File: src/pkg/serial_cfg_pkg.sv
// Functional notes
// - At most one port is set for ASCII character traffic at a time.
// - Toggling mode with data-set-ready inactive: 8-bit ASCII characters.
// - Toggling mode with data-set-ready active: 8-bit RTU frames as slave.
// - Parent/child: one-port part toggles primary; two-port toggles secondary, primary Modbus.
// - Single mode: every point-to-point port defaults to dedicated Modbus.
// - Point-to-point ports default to 9600 baud; Modbus ports talk Modbus only.
// - Modbus ports act as slaves only; the master starts every transaction.
// - Primary Modbus: RTU only at 9600 baud, 7-bit ASCII only at 2400.
// - Primary Modbus: even parity and one stop bit, nothing else.
// - Slave address settable 1 to 247, defaults to 1.
// - Secondary Modbus: 50..19200 baud steps, ASCII7 or RTU8, any parity, 1/2 stops.
// - Primary/expansion ASCII rejects 7N1 and 8-bit two stops with parity.
// - Simple ASCII carries 7/8-bit characters only, no RTU, user program data.
// - Point-to-point simple ASCII: 1200..9600 baud, 7/8 bits, any parity, 1/2 stops.
// - Modem handshake only in dedicated Modbus mode.
// - Primary in toggling mode has no modem operation.
// - Expansion ASCII in single mode: 1200..9600 baud, 7/8 bits, any parity, 1/2 stops.
// - Parent/child expansion port uses fixed preset parameters, not configurable.
// - Secondary serves one user function; transmit_block wins over the message block.
// - Single mode expansion port: ASCII or disabled, defaults to ASCII.
package serial_cfg_pkg;

  typedef enum logic [1:0] {OP_SINGLE, OP_PARENT, OP_CHILD} op_mode_t;
  typedef enum logic [2:0] {PM_MODBUS, PM_ASCII, PM_TOGGLE, PM_DISABLED, PM_EXPLINK} port_mode_t;

  localparam int NUM_PORTS = 3;
  localparam logic [1:0] PORT_PRI = 2'h0;
  localparam logic [1:0] PORT_SEC = 2'h1;
  localparam logic [1:0] PORT_EXP = 2'h2;

  // baud step codes, ascending
  localparam logic [3:0] BAUD_50 = 4'h0;
  localparam logic [3:0] BAUD_1200 = 4'h7;
  localparam logic [3:0] BAUD_2400 = 4'ha;
  localparam logic [3:0] BAUD_4800 = 4'hc;
  localparam logic [3:0] BAUD_9600 = 4'he;
  localparam logic [3:0] BAUD_19200 = 4'hf;

  localparam logic [1:0] PAR_NONE = 2'h0;
  localparam logic [1:0] PAR_ODD = 2'h1;
  localparam logic [1:0] PAR_EVEN = 2'h2;
  localparam logic [1:0] PAR_BAD = 2'h3;

  localparam logic [7:0] ADDR_MIN = 8'h01;
  localparam logic [7:0] ADDR_MAX = 8'hf7;
  localparam logic [7:0] ADDR_DEFAULT = 8'h01;

  localparam logic [3:0] DEF_BAUD = BAUD_9600;
  localparam logic [1:0] DEF_MODBUS_PARITY = PAR_EVEN;
  localparam logic [1:0] DEF_ASCII_PARITY = PAR_NONE;

  // expansion link preset framing; fixed, not the port defaults
  localparam logic [3:0] EXP_PRESET_BAUD = BAUD_19200;
  localparam logic [1:0] EXP_PRESET_PARITY = PAR_NONE;
  localparam logic EXP_PRESET_DATA8 = 1'b1;
  localparam logic EXP_PRESET_STOP2 = 1'b0;

  localparam int CHAR_WIDTH = 8;
  localparam int CHAR_FIFO_DEPTH = 16;
  localparam logic [7:0] CHAR7_MASK = 8'h7f;

endpackage : serial_cfg_pkg

File: src/rtl/char_fifo.sv
module char_fifo #(
  parameter int WIDTH = 8,
  parameter int DEPTH = 16
) (
  input wire logic ref_clk, // system clock
  input wire logic rst, // sync reset, high
  input wire logic in_valid, // writer has a word
  output logic in_ready, // room for a word
  input wire logic [WIDTH-1:0] in_data, // word written
  output logic out_valid, // a word is waiting
  input wire logic out_ready, // reader takes the word
  output logic [WIDTH-1:0] out_data // oldest word
);
  localparam int AW = $clog2(DEPTH);
  localparam logic [AW:0] FULL_COUNT = (AW + 1)'(DEPTH);
  localparam logic [AW-1:0] LAST_PTR = AW'(DEPTH - 1);

  typedef struct packed {
    logic [AW-1:0] wr_ptr;
    logic [AW-1:0] rd_ptr;
    logic [AW:0] count;
    logic in_ready;
    logic out_valid;
  } fifo_state_t;

  fifo_state_t s_reg, s_next;
  logic [WIDTH-1:0] mem [DEPTH];
  logic push, pop;

  assign push = in_valid && s_reg.in_ready;
  assign pop = out_ready && s_reg.out_valid;

  always_comb begin
    s_next = s_reg;
    if (push) begin
      s_next.wr_ptr = (s_reg.wr_ptr == LAST_PTR) ? '0 : s_reg.wr_ptr + 1'b1;
    end
    if (pop) begin
      s_next.rd_ptr = (s_reg.rd_ptr == LAST_PTR) ? '0 : s_reg.rd_ptr + 1'b1;
    end
    s_next.count = s_reg.count + {{AW{1'b0}}, push} - {{AW{1'b0}}, pop};
    s_next.in_ready = s_next.count != FULL_COUNT;
    s_next.out_valid = s_next.count != '0;
  end

  always_ff @(posedge ref_clk) begin
    if (rst) begin
      s_reg <= '0;
    end else begin
      s_reg <= s_next;
    end
    if (push) begin
      mem[s_reg.wr_ptr] <= in_data;
    end
  end

  assign in_ready = s_reg.in_ready;
  assign out_valid = s_reg.out_valid;
  assign out_data = mem[s_reg.rd_ptr];
endmodule : char_fifo

File: src/rtl/serial_port_mode_config.sv
module serial_port_mode_config #(
  parameter int FIFO_DEPTH = serial_cfg_pkg::CHAR_FIFO_DEPTH,
  parameter int FIFO_WIDTH = serial_cfg_pkg::CHAR_WIDTH
) (
  input wire logic ref_clk, // system clock, 40 MHz
  input wire logic rst, // sync reset, high
  input wire serial_cfg_pkg::op_mode_t op_mode, // single, parent or child
  input wire logic two_port, // part has a secondary port
  input wire logic [1:0] dsr, // data-set-ready per point-to-point port
  input wire logic cfg_wr, // configuration write pulse
  input wire logic [1:0] cfg_port, // port written
  input wire serial_cfg_pkg::port_mode_t cfg_mode, // requested mode
  input wire logic [3:0] cfg_baud, // requested baud step
  input wire logic cfg_data8, // 8 data bits
  input wire logic cfg_rtu, // RTU framing
  input wire logic [1:0] cfg_parity, // parity code
  input wire logic cfg_stop2, // two stop bits
  input wire logic [7:0] cfg_addr, // slave address
  output logic cfg_ack, // write accepted
  output logic cfg_err, // write refused
  output logic [2:0] port_on, // port enabled
  output logic [2:0][3:0] port_baud, // active baud step
  output logic [2:0] port_rtu, // RTU framing active
  output logic [2:0] port_data8, // 8 data bits
  output logic [2:0][1:0] port_parity, // active parity
  output logic [2:0] port_stop2, // two stop bits
  output logic [2:0][7:0] port_addr, // slave address
  output logic [2:0] modem_en, // modem handshake enabled
  output logic [2:0] slave_resp, // port answers a master
  input wire logic transmit_block_req, // transmit_block active on secondary
  input wire logic msg_req, // ASCII message block active on secondary
  output logic transmit_block_grant, // transmit_block owns secondary
  output logic msg_grant, // message block owns secondary
  input wire logic char_in_valid, // user program character
  input wire logic [7:0] char_in_data, // character written
  output logic char_in_ready, // character buffer has room
  output logic char_valid, // character for the ASCII port
  output logic [7:0] char_data, // character, masked to width
  output logic [1:0] char_port, // which port carries it
  input wire logic char_ready // serializer takes character
);
  typedef struct packed {
    serial_cfg_pkg::op_mode_t op_mode;
    logic loaded;
    serial_cfg_pkg::port_mode_t [2:0] mode;
    logic [2:0][3:0] baud;
    logic [2:0] data8;
    logic [2:0] rtu;
    logic [2:0][1:0] parity;
    logic [2:0] stop2;
    logic [2:0][7:0] addr;
    logic cfg_ack;
    logic cfg_err;
    logic [2:0] on;
    logic [2:0][3:0] e_baud;
    logic [2:0] e_rtu;
    logic [2:0] e_data8;
    logic [2:0][1:0] e_parity;
    logic [2:0] e_stop2;
    logic [2:0] modem;
    logic [2:0] resp;
    logic transmit_block_grant;
    logic msg_grant;
    logic char_valid;
    logic [7:0] char_data;
    logic [1:0] char_port;
  } state_t;

  state_t s_reg, s_next;
  logic fifo_valid, fifo_ready;
  logic [FIFO_WIDTH-1:0] fifo_data;

  function automatic logic ascii_frame_ok(logic [3:0] baud, logic data8, logic rtu,
                                          logic [1:0] par, logic stop2, logic strict);
    logic ok;
    ok = !rtu && par != serial_cfg_pkg::PAR_BAD;
    if (baud != serial_cfg_pkg::BAUD_1200 && baud != serial_cfg_pkg::BAUD_2400 &&
        baud != serial_cfg_pkg::BAUD_4800 && baud != serial_cfg_pkg::BAUD_9600) begin
      ok = 1'b0;
    end
    if (strict && !data8 && !stop2 && par == serial_cfg_pkg::PAR_NONE) begin
      ok = 1'b0;
    end
    if (strict && data8 && stop2 && par != serial_cfg_pkg::PAR_NONE) begin
      ok = 1'b0;
    end
    return ok;
  endfunction : ascii_frame_ok

  function automatic logic modbus_frame_ok(logic [1:0] port, logic [3:0] baud, logic data8,
                                           logic rtu, logic [1:0] par, logic stop2, logic [7:0] addr);
    logic ok;
    ok = addr >= serial_cfg_pkg::ADDR_MIN && addr <= serial_cfg_pkg::ADDR_MAX;
    ok = ok && (data8 == rtu) && par != serial_cfg_pkg::PAR_BAD;
    if (port == serial_cfg_pkg::PORT_PRI) begin
      if (rtu && baud != serial_cfg_pkg::BAUD_9600) begin
        ok = 1'b0;
      end
      if (!rtu && baud != serial_cfg_pkg::BAUD_2400) begin
        ok = 1'b0;
      end
      if (par != serial_cfg_pkg::PAR_EVEN || stop2) begin
        ok = 1'b0;
      end
    end
    return ok;
  endfunction : modbus_frame_ok

  always_comb begin
    logic legal;
    logic other_ascii;
    logic ascii_live;
    logic [1:0] ascii_idx;
    logic [1:0] idx;
    legal = 1'b0;
    other_ascii = 1'b0;
    ascii_live = 1'b0;
    ascii_idx = serial_cfg_pkg::PORT_PRI;
    idx = '0;
    s_next = s_reg;
    s_next.cfg_ack = 1'b0;
    s_next.cfg_err = 1'b0;

    if (!s_reg.loaded || op_mode != s_reg.op_mode) begin
      // defaults follow the operating mode; writes in this cycle are lost and refused
      s_next.loaded = 1'b1;
      s_next.op_mode = op_mode;
      for (int p = 0; p < serial_cfg_pkg::NUM_PORTS; p++) begin
        s_next.baud[p] = serial_cfg_pkg::DEF_BAUD;
        s_next.data8[p] = 1'b1;
        s_next.rtu[p] = 1'b1;
        s_next.parity[p] = serial_cfg_pkg::DEF_MODBUS_PARITY;
        s_next.stop2[p] = 1'b0;
        s_next.addr[p] = serial_cfg_pkg::ADDR_DEFAULT;
        s_next.mode[p] = serial_cfg_pkg::PM_MODBUS;
      end
      if (op_mode == serial_cfg_pkg::OP_SINGLE) begin
        s_next.mode[serial_cfg_pkg::PORT_EXP] = serial_cfg_pkg::PM_ASCII;
        s_next.rtu[serial_cfg_pkg::PORT_EXP] = 1'b0;
        s_next.parity[serial_cfg_pkg::PORT_EXP] = serial_cfg_pkg::DEF_ASCII_PARITY;
      end else begin
        s_next.mode[serial_cfg_pkg::PORT_EXP] = serial_cfg_pkg::PM_EXPLINK;
        if (two_port) begin
          s_next.mode[serial_cfg_pkg::PORT_SEC] = serial_cfg_pkg::PM_TOGGLE;
        end else begin
          s_next.mode[serial_cfg_pkg::PORT_PRI] = serial_cfg_pkg::PM_TOGGLE;
        end
      end
      if (!two_port) begin
        s_next.mode[serial_cfg_pkg::PORT_SEC] = serial_cfg_pkg::PM_DISABLED;
      end
      if (cfg_wr) begin
        s_next.cfg_err = 1'b1;
      end
    end else if (cfg_wr) begin
      for (int p = 0; p < serial_cfg_pkg::NUM_PORTS; p++) begin
        if (2'(p) != cfg_port && (s_reg.mode[p] == serial_cfg_pkg::PM_ASCII ||
                                  s_reg.mode[p] == serial_cfg_pkg::PM_TOGGLE)) begin
          other_ascii = 1'b1;
        end
      end
      unique case (cfg_mode)
        serial_cfg_pkg::PM_MODBUS: begin
          legal = cfg_port != serial_cfg_pkg::PORT_EXP &&
                  modbus_frame_ok(cfg_port, cfg_baud, cfg_data8, cfg_rtu, cfg_parity, cfg_stop2, cfg_addr);
        end
        serial_cfg_pkg::PM_ASCII: begin
          legal = !other_ascii &&
                  ascii_frame_ok(cfg_baud, cfg_data8, cfg_rtu, cfg_parity, cfg_stop2,
                                 cfg_port != serial_cfg_pkg::PORT_SEC);
        end
        serial_cfg_pkg::PM_TOGGLE: begin
          legal = !other_ascii && cfg_port != serial_cfg_pkg::PORT_EXP &&
                  cfg_parity != serial_cfg_pkg::PAR_BAD;
        end
        serial_cfg_pkg::PM_DISABLED: begin
          legal = 1'b1;
        end
        serial_cfg_pkg::PM_EXPLINK: begin
          legal = 1'b0;
        end
        default: begin
          legal = 1'b0;
        end
      endcase
      if (cfg_port == serial_cfg_pkg::PORT_EXP && s_reg.op_mode != serial_cfg_pkg::OP_SINGLE) begin
        legal = 1'b0;
      end
      if (cfg_port == serial_cfg_pkg::PORT_SEC && !two_port) begin
        legal = 1'b0;
      end
      if (cfg_port > serial_cfg_pkg::PORT_EXP) begin
        legal = 1'b0;
      end
      if (legal) begin
        s_next.mode[cfg_port] = cfg_mode;
        s_next.baud[cfg_port] = cfg_baud;
        s_next.data8[cfg_port] = cfg_data8;
        s_next.rtu[cfg_port] = cfg_rtu;
        s_next.parity[cfg_port] = cfg_parity;
        s_next.stop2[cfg_port] = cfg_stop2;
        if (cfg_mode == serial_cfg_pkg::PM_MODBUS) begin
          s_next.addr[cfg_port] = cfg_addr;
        end
      end
      s_next.cfg_ack = legal;
      s_next.cfg_err = !legal;
    end

    // one framing set per port, shared by its transmitter and receiver
    for (int p = 0; p < serial_cfg_pkg::NUM_PORTS; p++) begin
      s_next.e_baud[p] = s_reg.baud[p];
      s_next.e_parity[p] = s_reg.parity[p];
      s_next.e_stop2[p] = s_reg.stop2[p];
      s_next.e_data8[p] = s_reg.data8[p];
      s_next.e_rtu[p] = 1'b0;
      s_next.on[p] = 1'b1;
      s_next.modem[p] = 1'b0;
      s_next.resp[p] = 1'b0;
      unique case (s_reg.mode[p])
        serial_cfg_pkg::PM_MODBUS: begin
          s_next.e_rtu[p] = s_reg.rtu[p];
          s_next.modem[p] = p != int'(serial_cfg_pkg::PORT_EXP);
          s_next.resp[p] = 1'b1;
        end
        serial_cfg_pkg::PM_ASCII: begin
          s_next.e_rtu[p] = 1'b0;
        end
        serial_cfg_pkg::PM_TOGGLE: begin
          // dsr is the framing select, so modem control is unavailable
          s_next.e_data8[p] = 1'b1;
          s_next.e_rtu[p] = p < int'(serial_cfg_pkg::PORT_EXP) && dsr[p];
          s_next.resp[p] = p < int'(serial_cfg_pkg::PORT_EXP) && dsr[p];
          s_next.modem[p] = 1'b0;
        end
        serial_cfg_pkg::PM_DISABLED: begin
          s_next.on[p] = 1'b0;
        end
        serial_cfg_pkg::PM_EXPLINK: begin
          s_next.e_baud[p] = serial_cfg_pkg::EXP_PRESET_BAUD;
          s_next.e_parity[p] = serial_cfg_pkg::EXP_PRESET_PARITY;
          s_next.e_stop2[p] = serial_cfg_pkg::EXP_PRESET_STOP2;
          s_next.e_data8[p] = serial_cfg_pkg::EXP_PRESET_DATA8;
        end
        default: begin
          s_next.on[p] = 1'b0;
        end
      endcase
    end

    // secondary port serves a single user function
    s_next.transmit_block_grant = transmit_block_req && two_port;
    s_next.msg_grant = msg_req && !transmit_block_req && two_port;

    for (int p = 0; p < serial_cfg_pkg::NUM_PORTS; p++) begin
      idx = 2'(p);
      if (s_reg.mode[p] == serial_cfg_pkg::PM_ASCII ||
          (s_reg.mode[p] == serial_cfg_pkg::PM_TOGGLE && p < int'(serial_cfg_pkg::PORT_EXP) && !dsr[p])) begin
        ascii_live = 1'b1;
        ascii_idx = idx;
      end
    end
    // a held character waits while no port is in character mode
    fifo_ready = ascii_live && (!s_reg.char_valid || char_ready);
    if (fifo_ready && fifo_valid) begin
      s_next.char_valid = 1'b1;
      s_next.char_port = ascii_idx;
      s_next.char_data = s_reg.data8[ascii_idx] || s_reg.mode[ascii_idx] == serial_cfg_pkg::PM_TOGGLE ?
                         fifo_data : (fifo_data & serial_cfg_pkg::CHAR7_MASK);
    end else if (char_ready) begin
      s_next.char_valid = 1'b0;
    end
  end

  always_ff @(posedge ref_clk) begin
    if (rst) begin
      s_reg <= '0;
    end else begin
      s_reg <= s_next;
    end
  end

  char_fifo #(
    .WIDTH(FIFO_WIDTH),
    .DEPTH(FIFO_DEPTH)
  ) u_char_fifo (
    .ref_clk(ref_clk),
    .rst(rst),
    .in_valid(char_in_valid),
    .in_ready(char_in_ready),
    .in_data(char_in_data),
    .out_valid(fifo_valid),
    .out_ready(fifo_ready),
    .out_data(fifo_data)
  );

  assign cfg_ack = s_reg.cfg_ack;
  assign cfg_err = s_reg.cfg_err;
  assign port_on = s_reg.on;
  assign port_baud = s_reg.e_baud;
  assign port_rtu = s_reg.e_rtu;
  assign port_data8 = s_reg.e_data8;
  assign port_parity = s_reg.e_parity;
  assign port_stop2 = s_reg.e_stop2;
  assign port_addr = s_reg.addr;
  assign modem_en = s_reg.modem;
  assign slave_resp = s_reg.resp;
  assign transmit_block_grant = s_reg.transmit_block_grant;
  assign msg_grant = s_reg.msg_grant;
  assign char_valid = s_reg.char_valid;
  assign char_data = s_reg.char_data;
  assign char_port = s_reg.char_port;
endmodule : serial_port_mode_config

File: config.mk
export PLATFORM = sky130hd
export DESIGN_NAME = serial_port_mode_config
export DESIGN_NICKNAME = d
export VERILOG_FILES = /design/src/pkg/serial_cfg_pkg.sv /design/src/rtl/char_fifo.sv /design/src/rtl/serial_port_mode_config.sv
export SDC_FILE = /design/constraint.sdc
export NUM_CORES = 1
export LEC_CHECK = 0
export BUFFER_PORTS_ARGS = -buffer_cell sky130_fd_sc_hd__buf_2
export CAP_MARGIN = 20
export CORE_ASPECT_RATIO = 0.5
export CORE_UTILIZATION = 45
export CTS_CLUSTER_SIZE = 12
export DETAILED_ROUTE_END_ITERATION = 6
export GPL_TIMING_DRIVEN = 0
export HOLD_SLACK_MARGIN = 0.12
export PLACE_DENSITY = 0.69
export SYNTH_ARGS = -nofsm -noshare
export SYNTH_HDL_FRONTEND = slang
export SYNTH_SLANG_ARGS = --single-unit
File: constraint.sdc
create_clock -name ref_clk -period 4 [get_ports ref_clk]
set_clock_uncertainty 0.2 [all_clocks]
set_input_delay 0.6 -clock ref_clk [delete_from_list [all_inputs] [get_ports ref_clk]]
set_output_delay 0.6 -clock ref_clk [all_outputs]
set_load 0.01 [all_outputs]
==> tab_implementation.tex, run 1 <==
\begin{tabular}{lr}
\hline
Metric & Value \\
\hline
\multicolumn{2}{l}{\textbf{Global route}} \\
Overflow left after global routing & 0 \\
Global-route wire length before repair & 37,100 um \\
Total global-route track usage & between 10\% and 20\% \\
Largest net degree at the start of global routing & 17 \\
Number of antenna violations at the first check in global routing & 0 \\
Via count of the first global-routing pass & $\sim$6,800 \\
\multicolumn{2}{l}{\textbf{Die}} \\
Width of the die & between 200 and 250 um \\
Floorplan Core Area & roughly 23,000 um2 \\
Number of standard-cell rows in the floorplan & 39 \\
I/O pins & around 120 \\
Die Area & 24,250 um2 \\
Initial cell density of the core & between 40\% and 50\% \\
Die Height & approximately 110 um \\
\multicolumn{2}{l}{\textbf{Routing}} \\
Residual DRC & 0 \\
Routed wirelength normalized by instance count & 18.36 um \\
DR vias/cell & 5.232 \\
Detail Route Antenna Nets & 0 \\
Total routed wirelength & 23,540 um \\
DR iter-0 viols & 585 \\
Number of vias in the routed layout & $\sim$6,700 \\
1st-pass router iterations & 5 \\
\multicolumn{2}{l}{\textbf{Timing}} \\
Final cycle utilization of the critical path & between 90 and 100\% \\
Hold slack final & 140.7 ps \\
Max Clk Rate & about 0.26 GHz \\
Measured slew at the worst slew-check pin & 1015 ps \\
TNS Setup & 0 ps \\
Final hold violations & 0 \\
Worst slew margin relative to its limit & roughly a third \\
Number of pins with negative max-slew slack in the final report & 0 \\
Number of endpoints failing setup at the final stage & 0 \\
Fin crit period & 3778 ps \\
\multicolumn{2}{l}{\textbf{Layout}} \\
Final Net Count & 1,018 \\
Antenna fix cells & 0 \\
Fraction of layout cells with a size suffix above 1 & 28.82\% \\
Commonest cells after routing, fill and taps aside & sky130\_fd\_sc\_hd\_\_dfxtp\_1 (132), sky130\_fd\_sc\_hd\_\_edfxtp\_1 (128), sky130\_fd\_sc\_hd\_\_buf\_2 (120) \\
Post-layout util & 53.69\% \\
Most frequent standard cell in the layout excluding fill and tap cells & sky130\_fd\_sc\_hd\_\_dfxtp\_1 \\
Number of cells in the finished layout apart from fillers & 1,282 \\
Number of flip-flops under the largest register name & 128 \\
Area added between synthesis and finish & 16.20\% \\
\multicolumn{2}{l}{\textbf{Synth}} \\
Number of flops mapped to enable cells by yosys & 128 \\
Post-synthesis sequential element count & between 200 and 300 \\
Instance count of the mapped netlist & 822 \\
Synthesized cell area & roughly 11,000 um2 \\
Synthesized area per cell & 12.92 um2 \\
Most instantiated flip-flop cell in the synthesis netlist & sky130\_fd\_sc\_hd\_\_dfxtp\_1 \\
Yosys Warn Count & 0 \\
Share of the yosys chip area belonging to registers & 61.08\% \\
Net count after synthesis & $\sim$880 \\
Distinct cells, synth & 59 \\
Share of flip-flops with an asynchronous set or reset & 0\% \\
\multicolumn{2}{l}{\textbf{Worst setup path}} \\
Reg2reg end & u\_char\_fifo.in\_ready \\
Capturing element type of the critical path & flop \\
Crit Path Class & reg -> reg \\
R2r worst-path depth & 17 \\
Timing endpoint of the critical path & u\_char\_fifo.in\_ready \\
Critical Path RT & 4250 ps \\
Endpoint arrival time on the critical path & 4020 ps \\
Worst Setup Start Kind & flop \\
Launch point of the worst reg-to-reg path & s\_reg[103] \\
Largest driver fanout on the critical path & 13 \\
Slack of the worst reg-to-reg path & $\sim$220 ps \\
First element of the critical path & s\_reg[103] \\
\multicolumn{2}{l}{\textbf{Clocking}} \\
Clock tree root buffer cell & sky130\_fd\_sc\_hd\_\_clkbuf\_16 \\
CTS H-tree depth & 1 \\
Later-pin clock latency in the skew report & around 530 ps \\
Clock transition time at the flip-flop clock pins of the worst setup and hold paths & 60 ps \\
Number of buffers on the longest clock path & 3 \\
TritonCTS clock tree & done \\
Number of clock sinks seen by CTS & 260 \\
Cts bufs inserted & 25 \\
\multicolumn{2}{l}{\textbf{Pwr}} \\
Worst voltage drop across the vdd grid & 0.0003584 V \\
Total power per unit cell area & about 500 nW/um2 \\
Part of the power in the clock network & 34.5\% \\
Reported leakage power & $\sim$4.6 nW \\
Net switching power & 1.540 mW \\
Fraction of power spent switching nets & 25.26\% \\
Part of the total power dissipated in sequential elements & 49.2\% \\
Logic gate share of total power & roughly 16\% \\
Cell Int Power & 4.557 mW \\
\multicolumn{2}{l}{\textbf{Place}} \\
DP Wirelength & around 16,000 um \\
Placer congestion estimate & 0.8549 \\
Port Buffers & 113 \\
Count of placed standard cells including taps & 1,242 \\
\multicolumn{2}{l}{\textbf{Flow run}} \\
Count of max-cap constraint violations & 0 \\
\multicolumn{2}{l}{\textbf{Min path}} \\
Worst Hold Class & in -> reg \\
\multicolumn{2}{l}{\textbf{Outcome}} \\
Run status & finished, final reports clean \\
\hline
\end{tabular}
## worst max-delay path, stage by stage, from the launching register on
cell and delay [ps]:
sky130_fd_sc_hd__dfxtp_1 310, sky130_fd_sc_hd__clkbuf_4 200, sky130_fd_sc_hd__or3b_2 470, sky130_fd_sc_hd__a21oi_2 270, sky130_fd_sc_hd__o31ai_2 110, sky130_fd_sc_hd__nand2b_2 280, sky130_fd_sc_hd__clkinv_4 170, sky130_fd_sc_hd__ha_1 250
sky130_fd_sc_hd__inv_1 50, sky130_fd_sc_hd__ha_1 160, sky130_fd_sc_hd__inv_1 60, sky130_fd_sc_hd__fa_1 400, sky130_fd_sc_hd__inv_1 70, sky130_fd_sc_hd__a21o_1 110, sky130_fd_sc_hd__a21oi_1 70, sky130_fd_sc_hd__xnor2_1 270
sky130_fd_sc_hd__inv_1 70, sky130_fd_sc_hd__o21ai_0 180
## cell type report
| class | instances | area [um2] |
|---|---|---|
| plain buffers | 111 | 711.9 |
| clock inverters | 1 | 8.758 |
| well taps | 307 | 384.1 |
| clock buffers | 36 | 676.9 |
| fillers | 1925 | 10640 |
| multi-input cells | 427 | 3364 |
| inverters | 21 | 83.83 |
| flip-flops and latches | 260 | 6486 |
| repair buffers | 119 | 623.1 |
## cells by family after synthesis
| family | count (synthesis) | synth area share [%] |
|---|---|---|
| flip-flops | 260 | 61.08 |
| AND/OR/NAND/NOR | 218 | 9.579 |
| buffers and inverters | 135 | 7.529 |
| AO/OA/AOI/OAI | 96 | 6.363 |
| multiplexers | 84 | 12.63 |
| XOR/XNOR | 16 | 1.320 |
| adder cells (fa/ha/maj) | 12 | 1.461 |
| other | 1 | 0.03531 |
## worst min path at each step
stage	end	start	slack, ps	depth (start not counted)
2_1_floorplan	port_parity[5]	s_reg[83]	220	1
3_3_place_gp	s_reg[82]	s_reg[82]	230	2
3_5_place_dp	s_reg[82]	s_reg[82]	240	2
4_1_cts	slave_resp[0]	dsr[0]	120	3
5_1_grt	slave_resp[0]	dsr[0]	150	3
6_report	slave_resp[0]	dsr[0]	140	3
## cells in the mapped netlist, types with 4 or more instances
library cell                instances  area, um2
sky130_fd_sc_hd__and3_1             9      56.30
sky130_fd_sc_hd__mux2i_1           44      440.4
sky130_fd_sc_hd__xnor2_1           10      87.58
sky130_fd_sc_hd__nand3_1           11      55.05
sky130_fd_sc_hd__buf_2              9      45.04
sky130_fd_sc_hd__a2111oi_4          4      110.1
sky130_fd_sc_hd__nor2_1           109      409.1
sky130_fd_sc_hd__xor2_1             6      52.55
sky130_fd_sc_hd__a21oi_1           46      230.2
sky130_fd_sc_hd__nor3_1             8      40.04
sky130_fd_sc_hd__clkbuf_1          27      101.4
sky130_fd_sc_hd__a31oi_1            7      43.79
sky130_fd_sc_hd__buf_4             71      533.0
sky130_fd_sc_hd__nor3b_1            6      45.04
sky130_fd_sc_hd__and2_1            12      75.07
sky130_fd_sc_hd__edfxtp_1         128       3844
sky130_fd_sc_hd__mux4_2            40      900.9
sky130_fd_sc_hd__nand2_1           32      120.1
sky130_fd_sc_hd__buf_1              5      18.77
sky130_fd_sc_hd__nand2b_1          10      62.56
sky130_fd_sc_hd__ha_1              10      125.1
sky130_fd_sc_hd__dfxtp_1          132       2643
sky130_fd_sc_hd__inv_1             20      75.07
sky130_fd_sc_hd__o21ai_0           14      70.07
## metal layers
| layer | wire [um] | global-route usage [%] | up-vias |
|---|---|---|---|
| met3 | 1404 | 4.187 | 37 |
| met1 | 10520 | 27.61 | 3308 |
| met5 | 0 | 0 | - |
| met2 | 11130 | 32.15 | 214 |
| met4 | 490 | 4.907 | 0 |
| li1 | - | - | 3149 |
## per-stage QoR
stage	setup WS (ps)	instance area, um2	power, mW
finish	222.4	12340	6.097
global route	-32.46	12340	6.372
CTS	19.34	12320	6.116
detailed placement	-357.2	11590	4.020
global placement	-365.0	11570	3.993
floorplan	411.3	10620	3.728
## power by group through the flow
| stage | Sequential [mW] | Combinational [mW] | Clock (mW) |
|---|---|---|---|
| final | 3.00 | 0.992 | 2.10 |
| after global routing | 3.01 | 1.10 | 2.26 |
| after CTS | 3.00 | 0.974 | 2.14 |
| after detailed placement | 3.06 | 0.964 | 0 |
| after global placement | 3.05 | 0.943 | 0 |
| after floorplan | 3.04 | 0.689 | 0 |
## repair_timing
item	4_1_cts	5_1_grt
setup endpoints to repair	3	3
endpoints found under the hold margin	5	0
hold buffers	5	0
setup buffers	0	1
gates cloned	0	0
resized for setup	2	5
pin swaps	0	1
No activity file was read; power rests on OpenSTA's default activity.
==> run 2: changes to the inputs <==
Settings changed: BUFFER_PORTS_ARGS -buffer_cell sky130_fd_sc_hd__buf_2 to -buffer_cell sky130_fd_sc_hd__buf_4, CELL_PAD_IN_SITES_DETAIL_PLACEMENT from default to 1, CELL_PAD_IN_SITES_GLOBAL_PLACEMENT from default to 1, PLACE_DENSITY 0.69 to 0.81, RECOVER_POWER from default to 25.
==> run 2 against run 1 <==
Compared with the run above:
- setup slack gained 110 ps
- cell area grew 2.6%
- critical path depth is the same
- power grew 1.4%
- highest routed layer unchanged
- largest cell class unchanged
- utilization grew 1.4 points
- combinational power grew 4%
- global-route usage grew 2.6 points
==> tab_implementation.tex, run 2 (synthesis gave the netlist of run 1 again) <==
\begin{tabular}{lr}
\hline
Metric & Value \\
\hline
\multicolumn{2}{l}{\textbf{Layout}} \\
Area added between synthesis and finish & 19.21\% \\
Number of flip-flops under the largest register name & 128 (unchanged) \\
Antenna fix cells & 0 (unchanged) \\
Design area & 12,660 um2 (+2.6\%) \\
Fraction of layout cells with a size suffix above 1 & 28.24\% (-0.58 points) \\
Post-layout util & 55.08\% (+1.4 points) \\
Commonest cells after routing, fill and taps aside & sky130\_fd\_sc\_hd\_\_buf\_4 (177), sky130\_fd\_sc\_hd\_\_dfxtp\_1 (132), sky130\_fd\_sc\_hd\_\_edfxtp\_1 (128) \\
Final Net Count & 1,021 (+0.29\%) \\
Most frequent standard cell in the layout excluding fill and tap cells & sky130\_fd\_sc\_hd\_\_buf\_4 \\
\multicolumn{2}{l}{\textbf{Timing}} \\
Final hold violations & 0 (unchanged) \\
Measured slew at the worst slew-check pin & 1109 ps (+94.41 ps) \\
Fin crit period & 3673 ps (-105.0 ps) \\
Number of pins with negative max-slew slack in the final report & 0 (unchanged) \\
Final worst slack & 327.4 ps (+105.0 ps) \\
Max Clk Rate & 0.2723 GHz (+2.9\%) \\
Hold slack final & 133.9 ps (-6.849 ps) \\
Final cycle utilization of the critical path & 91.81\% (-2.6 points) \\
Worst slew margin relative to its limit & 25.77\% (-6.3 points) \\
Unrepaired setup endpoints after global routing & false \\
Number of endpoints failing setup at the final stage & 0 (unchanged) \\
TNS Setup & 0 ps (unchanged) \\
\multicolumn{2}{l}{\textbf{Pwr}} \\
Reported leakage power & 4.691 nW (+1.2\%) \\
Worst voltage drop across the vdd grid & 0.0003527 V (-1.6\%) \\
Total power per unit cell area & 488.5 nW/um2 (-1.1\%) \\
\multicolumn{2}{l}{\textbf{Global route}} \\
Total global-route track usage & 22.58\% (+2.6 points) \\
Via count of the first global-routing pass & 7,318 (+8.4\%) \\
Global-route wire length before repair & 41,240 um (+11\%) \\
Number of antenna violations at the first check in global routing & 0 (unchanged) \\
Overflow left after global routing & 0 (unchanged) \\
Largest net degree at the start of global routing & 17 (unchanged) \\
\multicolumn{2}{l}{\textbf{Worst setup path}} \\
Worst Setup Start Kind & flop \\
Largest driver fanout on the critical path & 13 (unchanged) \\
Crit Path Class & reg -> reg \\
Capturing element type of the critical path & flop \\
Reg2reg end & u\_char\_fifo.in\_ready \\
Slack of the worst reg-to-reg path & 330 ps (+110 ps) \\
R2r worst-path depth & 17 (unchanged) \\
Endpoint arrival time on the critical path & 3940 ps (-80 ps) \\
Launch point of the worst reg-to-reg path & s\_reg[103] \\
Critical Path RT & 4270 ps (+20 ps) \\
\multicolumn{2}{l}{\textbf{Clocking}} \\
TritonCTS clock tree & done \\
Cts bufs inserted & 25 (unchanged) \\
Post-CTS Setup Inserts & 0 (unchanged) \\
Number of clock sinks seen by CTS & 260 (unchanged) \\
Number of buffers on the longest clock path & 3 (unchanged) \\
CTS H-tree depth & 1 (unchanged) \\
Clock transition time at the flip-flop clock pins of the worst setup and hold paths & 60 ps (about the same) \\
Clock tree root buffer cell & sky130\_fd\_sc\_hd\_\_clkbuf\_16 \\
Later-pin clock latency in the skew report & 540 ps (about the same) \\
\multicolumn{2}{l}{\textbf{Die}} \\
I/O pins & 118 (unchanged) \\
Floorplan Core Area & 22,980 um2 (unchanged) \\
Initial cell density of the core & 46.20\% (unchanged) \\
Die Area & 24,250 um2 (unchanged) \\
Number of standard-cell rows in the floorplan & 39 (unchanged) \\
Die Height & 110.6 um (unchanged) \\
Width of the die & 219.2 um (unchanged) \\
\multicolumn{2}{l}{\textbf{Min path}} \\
End of the worst hold path & port\_rtu[0] \\
Hold Crit Depth & 3 (unchanged) \\
Worst Hold Class & in -> reg \\
Hold Crit Start & dsr[0] \\
\multicolumn{2}{l}{\textbf{Place}} \\
Placed cell areas & 11,880 um2 (+2.5\%) \\
DP Wirelength & 18,690 um (+15\%) \\
Port Buffers & 113 (unchanged) \\
Placer congestion estimate & 0.8389 (-1.9\%) \\
Pre-CTS worst setup slack & -439.4 ps (-82.22 ps) \\
\multicolumn{2}{l}{\textbf{Routing}} \\
Residual DRC & 0 (unchanged) \\
DR vias/cell & 5.308 (+1.4\%) \\
Routed wirelength normalized by instance count & 20.78 um (+13\%) \\
Detail Route Antenna Nets & 0 (unchanged) \\
Number of vias in the routed layout & 6,837 (+1.9\%) \\
1st-pass router iterations & 5 (unchanged) \\
DR iter-0 viols & 482 (-18\%) \\
Total routed wirelength & 26,770 um (+14\%) \\
\multicolumn{2}{l}{\textbf{Flow run}} \\
Count of max-cap constraint violations & 0 (unchanged) \\
\multicolumn{2}{l}{\textbf{Outcome}} \\
Run status & finished, final reports clean \\
\hline
\end{tabular}
## run 2: cell count changes in the layout (fill, tap and decap cells not counted)
cell and change:
sky130_fd_sc_hd__nand2b_2 -1, sky130_fd_sc_hd__buf_4 +105, sky130_fd_sc_hd__buf_2 -112, sky130_fd_sc_hd__clkbuf_1 +10, sky130_fd_sc_hd__buf_6 +2, sky130_fd_sc_hd__nand2b_4 +1, sky130_fd_sc_hd__buf_8 +1, sky130_fd_sc_hd__inv_6 -1
sky130_fd_sc_hd__inv_16 +1
## run 2: metrics by stage
step	cells	total power, mW
floorplan	822	3.728
global placement	1242	4.031
detailed placement	1243	4.089
CTS	1287	6.231
global route	1288	6.451
finish	1288	6.184
## run 2: cell type report
type / instances / area (um2)
buffer: 111 / 709.4
clock buffer: 39 / 691.9
clock inverter: 1 / 20.02
fill: 2305 / 10320
inverter: 21 / 83.83
multi-input combinational: 427 / 3369
sequential: 260 / 6486
tap: 307 / 384.1
timing repair buffer: 122 / 913.4
## run 2: power by group
group | switching, mW | internal [mW] | total (mW)
logic | 0.548 | 0.485 | 1.03
registers | 0.0682 | 2.93 | 3.00
clock network | 0.963 | 1.18 | 2.15
total | 1.58 | 4.60 | 6.18
## run 2: worst max-delay path, cell delays in order (launching register included)
cell,delay [ps]
sky130_fd_sc_hd__dfxtp_1,300
sky130_fd_sc_hd__buf_2,230
sky130_fd_sc_hd__or3b_2,480
sky130_fd_sc_hd__a21oi_2,280
sky130_fd_sc_hd__o31ai_2,110
sky130_fd_sc_hd__nand2b_4,210
sky130_fd_sc_hd__clkinv_4,150
sky130_fd_sc_hd__ha_1,250
sky130_fd_sc_hd__inv_1,60
sky130_fd_sc_hd__ha_1,160
sky130_fd_sc_hd__inv_1,60
sky130_fd_sc_hd__fa_1,400
sky130_fd_sc_hd__inv_1,80
sky130_fd_sc_hd__a21o_1,110
sky130_fd_sc_hd__a21oi_1,70
sky130_fd_sc_hd__xnor2_1,230
sky130_fd_sc_hd__inv_1,60
sky130_fd_sc_hd__o21ai_0,150
## run 2: repair_timing
item / in CTS / in global routing
hold endpoints to repair: 7 / 0
resized for setup: 3 / 4
hold buffers: 5 / 0
setup endpoints to repair: 3 / 3
gates cloned: 0 / 0
## run 2: worst max-delay path by stage
stage / startpoint / endpoint / cells past startpoint
final: s_reg[103] / u_char_fifo.in_ready / 17
after global routing: s_reg[106] / u_char_fifo.in_ready / 17
after CTS: s_reg[106] / u_char_fifo.in_ready / 18
after detailed placement: dsr[0] / u_char_fifo.in_ready / 19
after global placement: dsr[0] / u_char_fifo.out_valid / 18
after floorplan: dsr[0] / u_char_fifo.in_ready / 18
## run 2: routing by layer
layer	up-vias	wire length [um]	part of all wire (%)	track usage (%)
li1	3161	-	-	-
met1	3459	11600	43	29.57
met2	163	13290	50	38.52
met3	54	1180	4.4	3.774
met4	0	701	2.6	6.574
met5	-	0	0	0
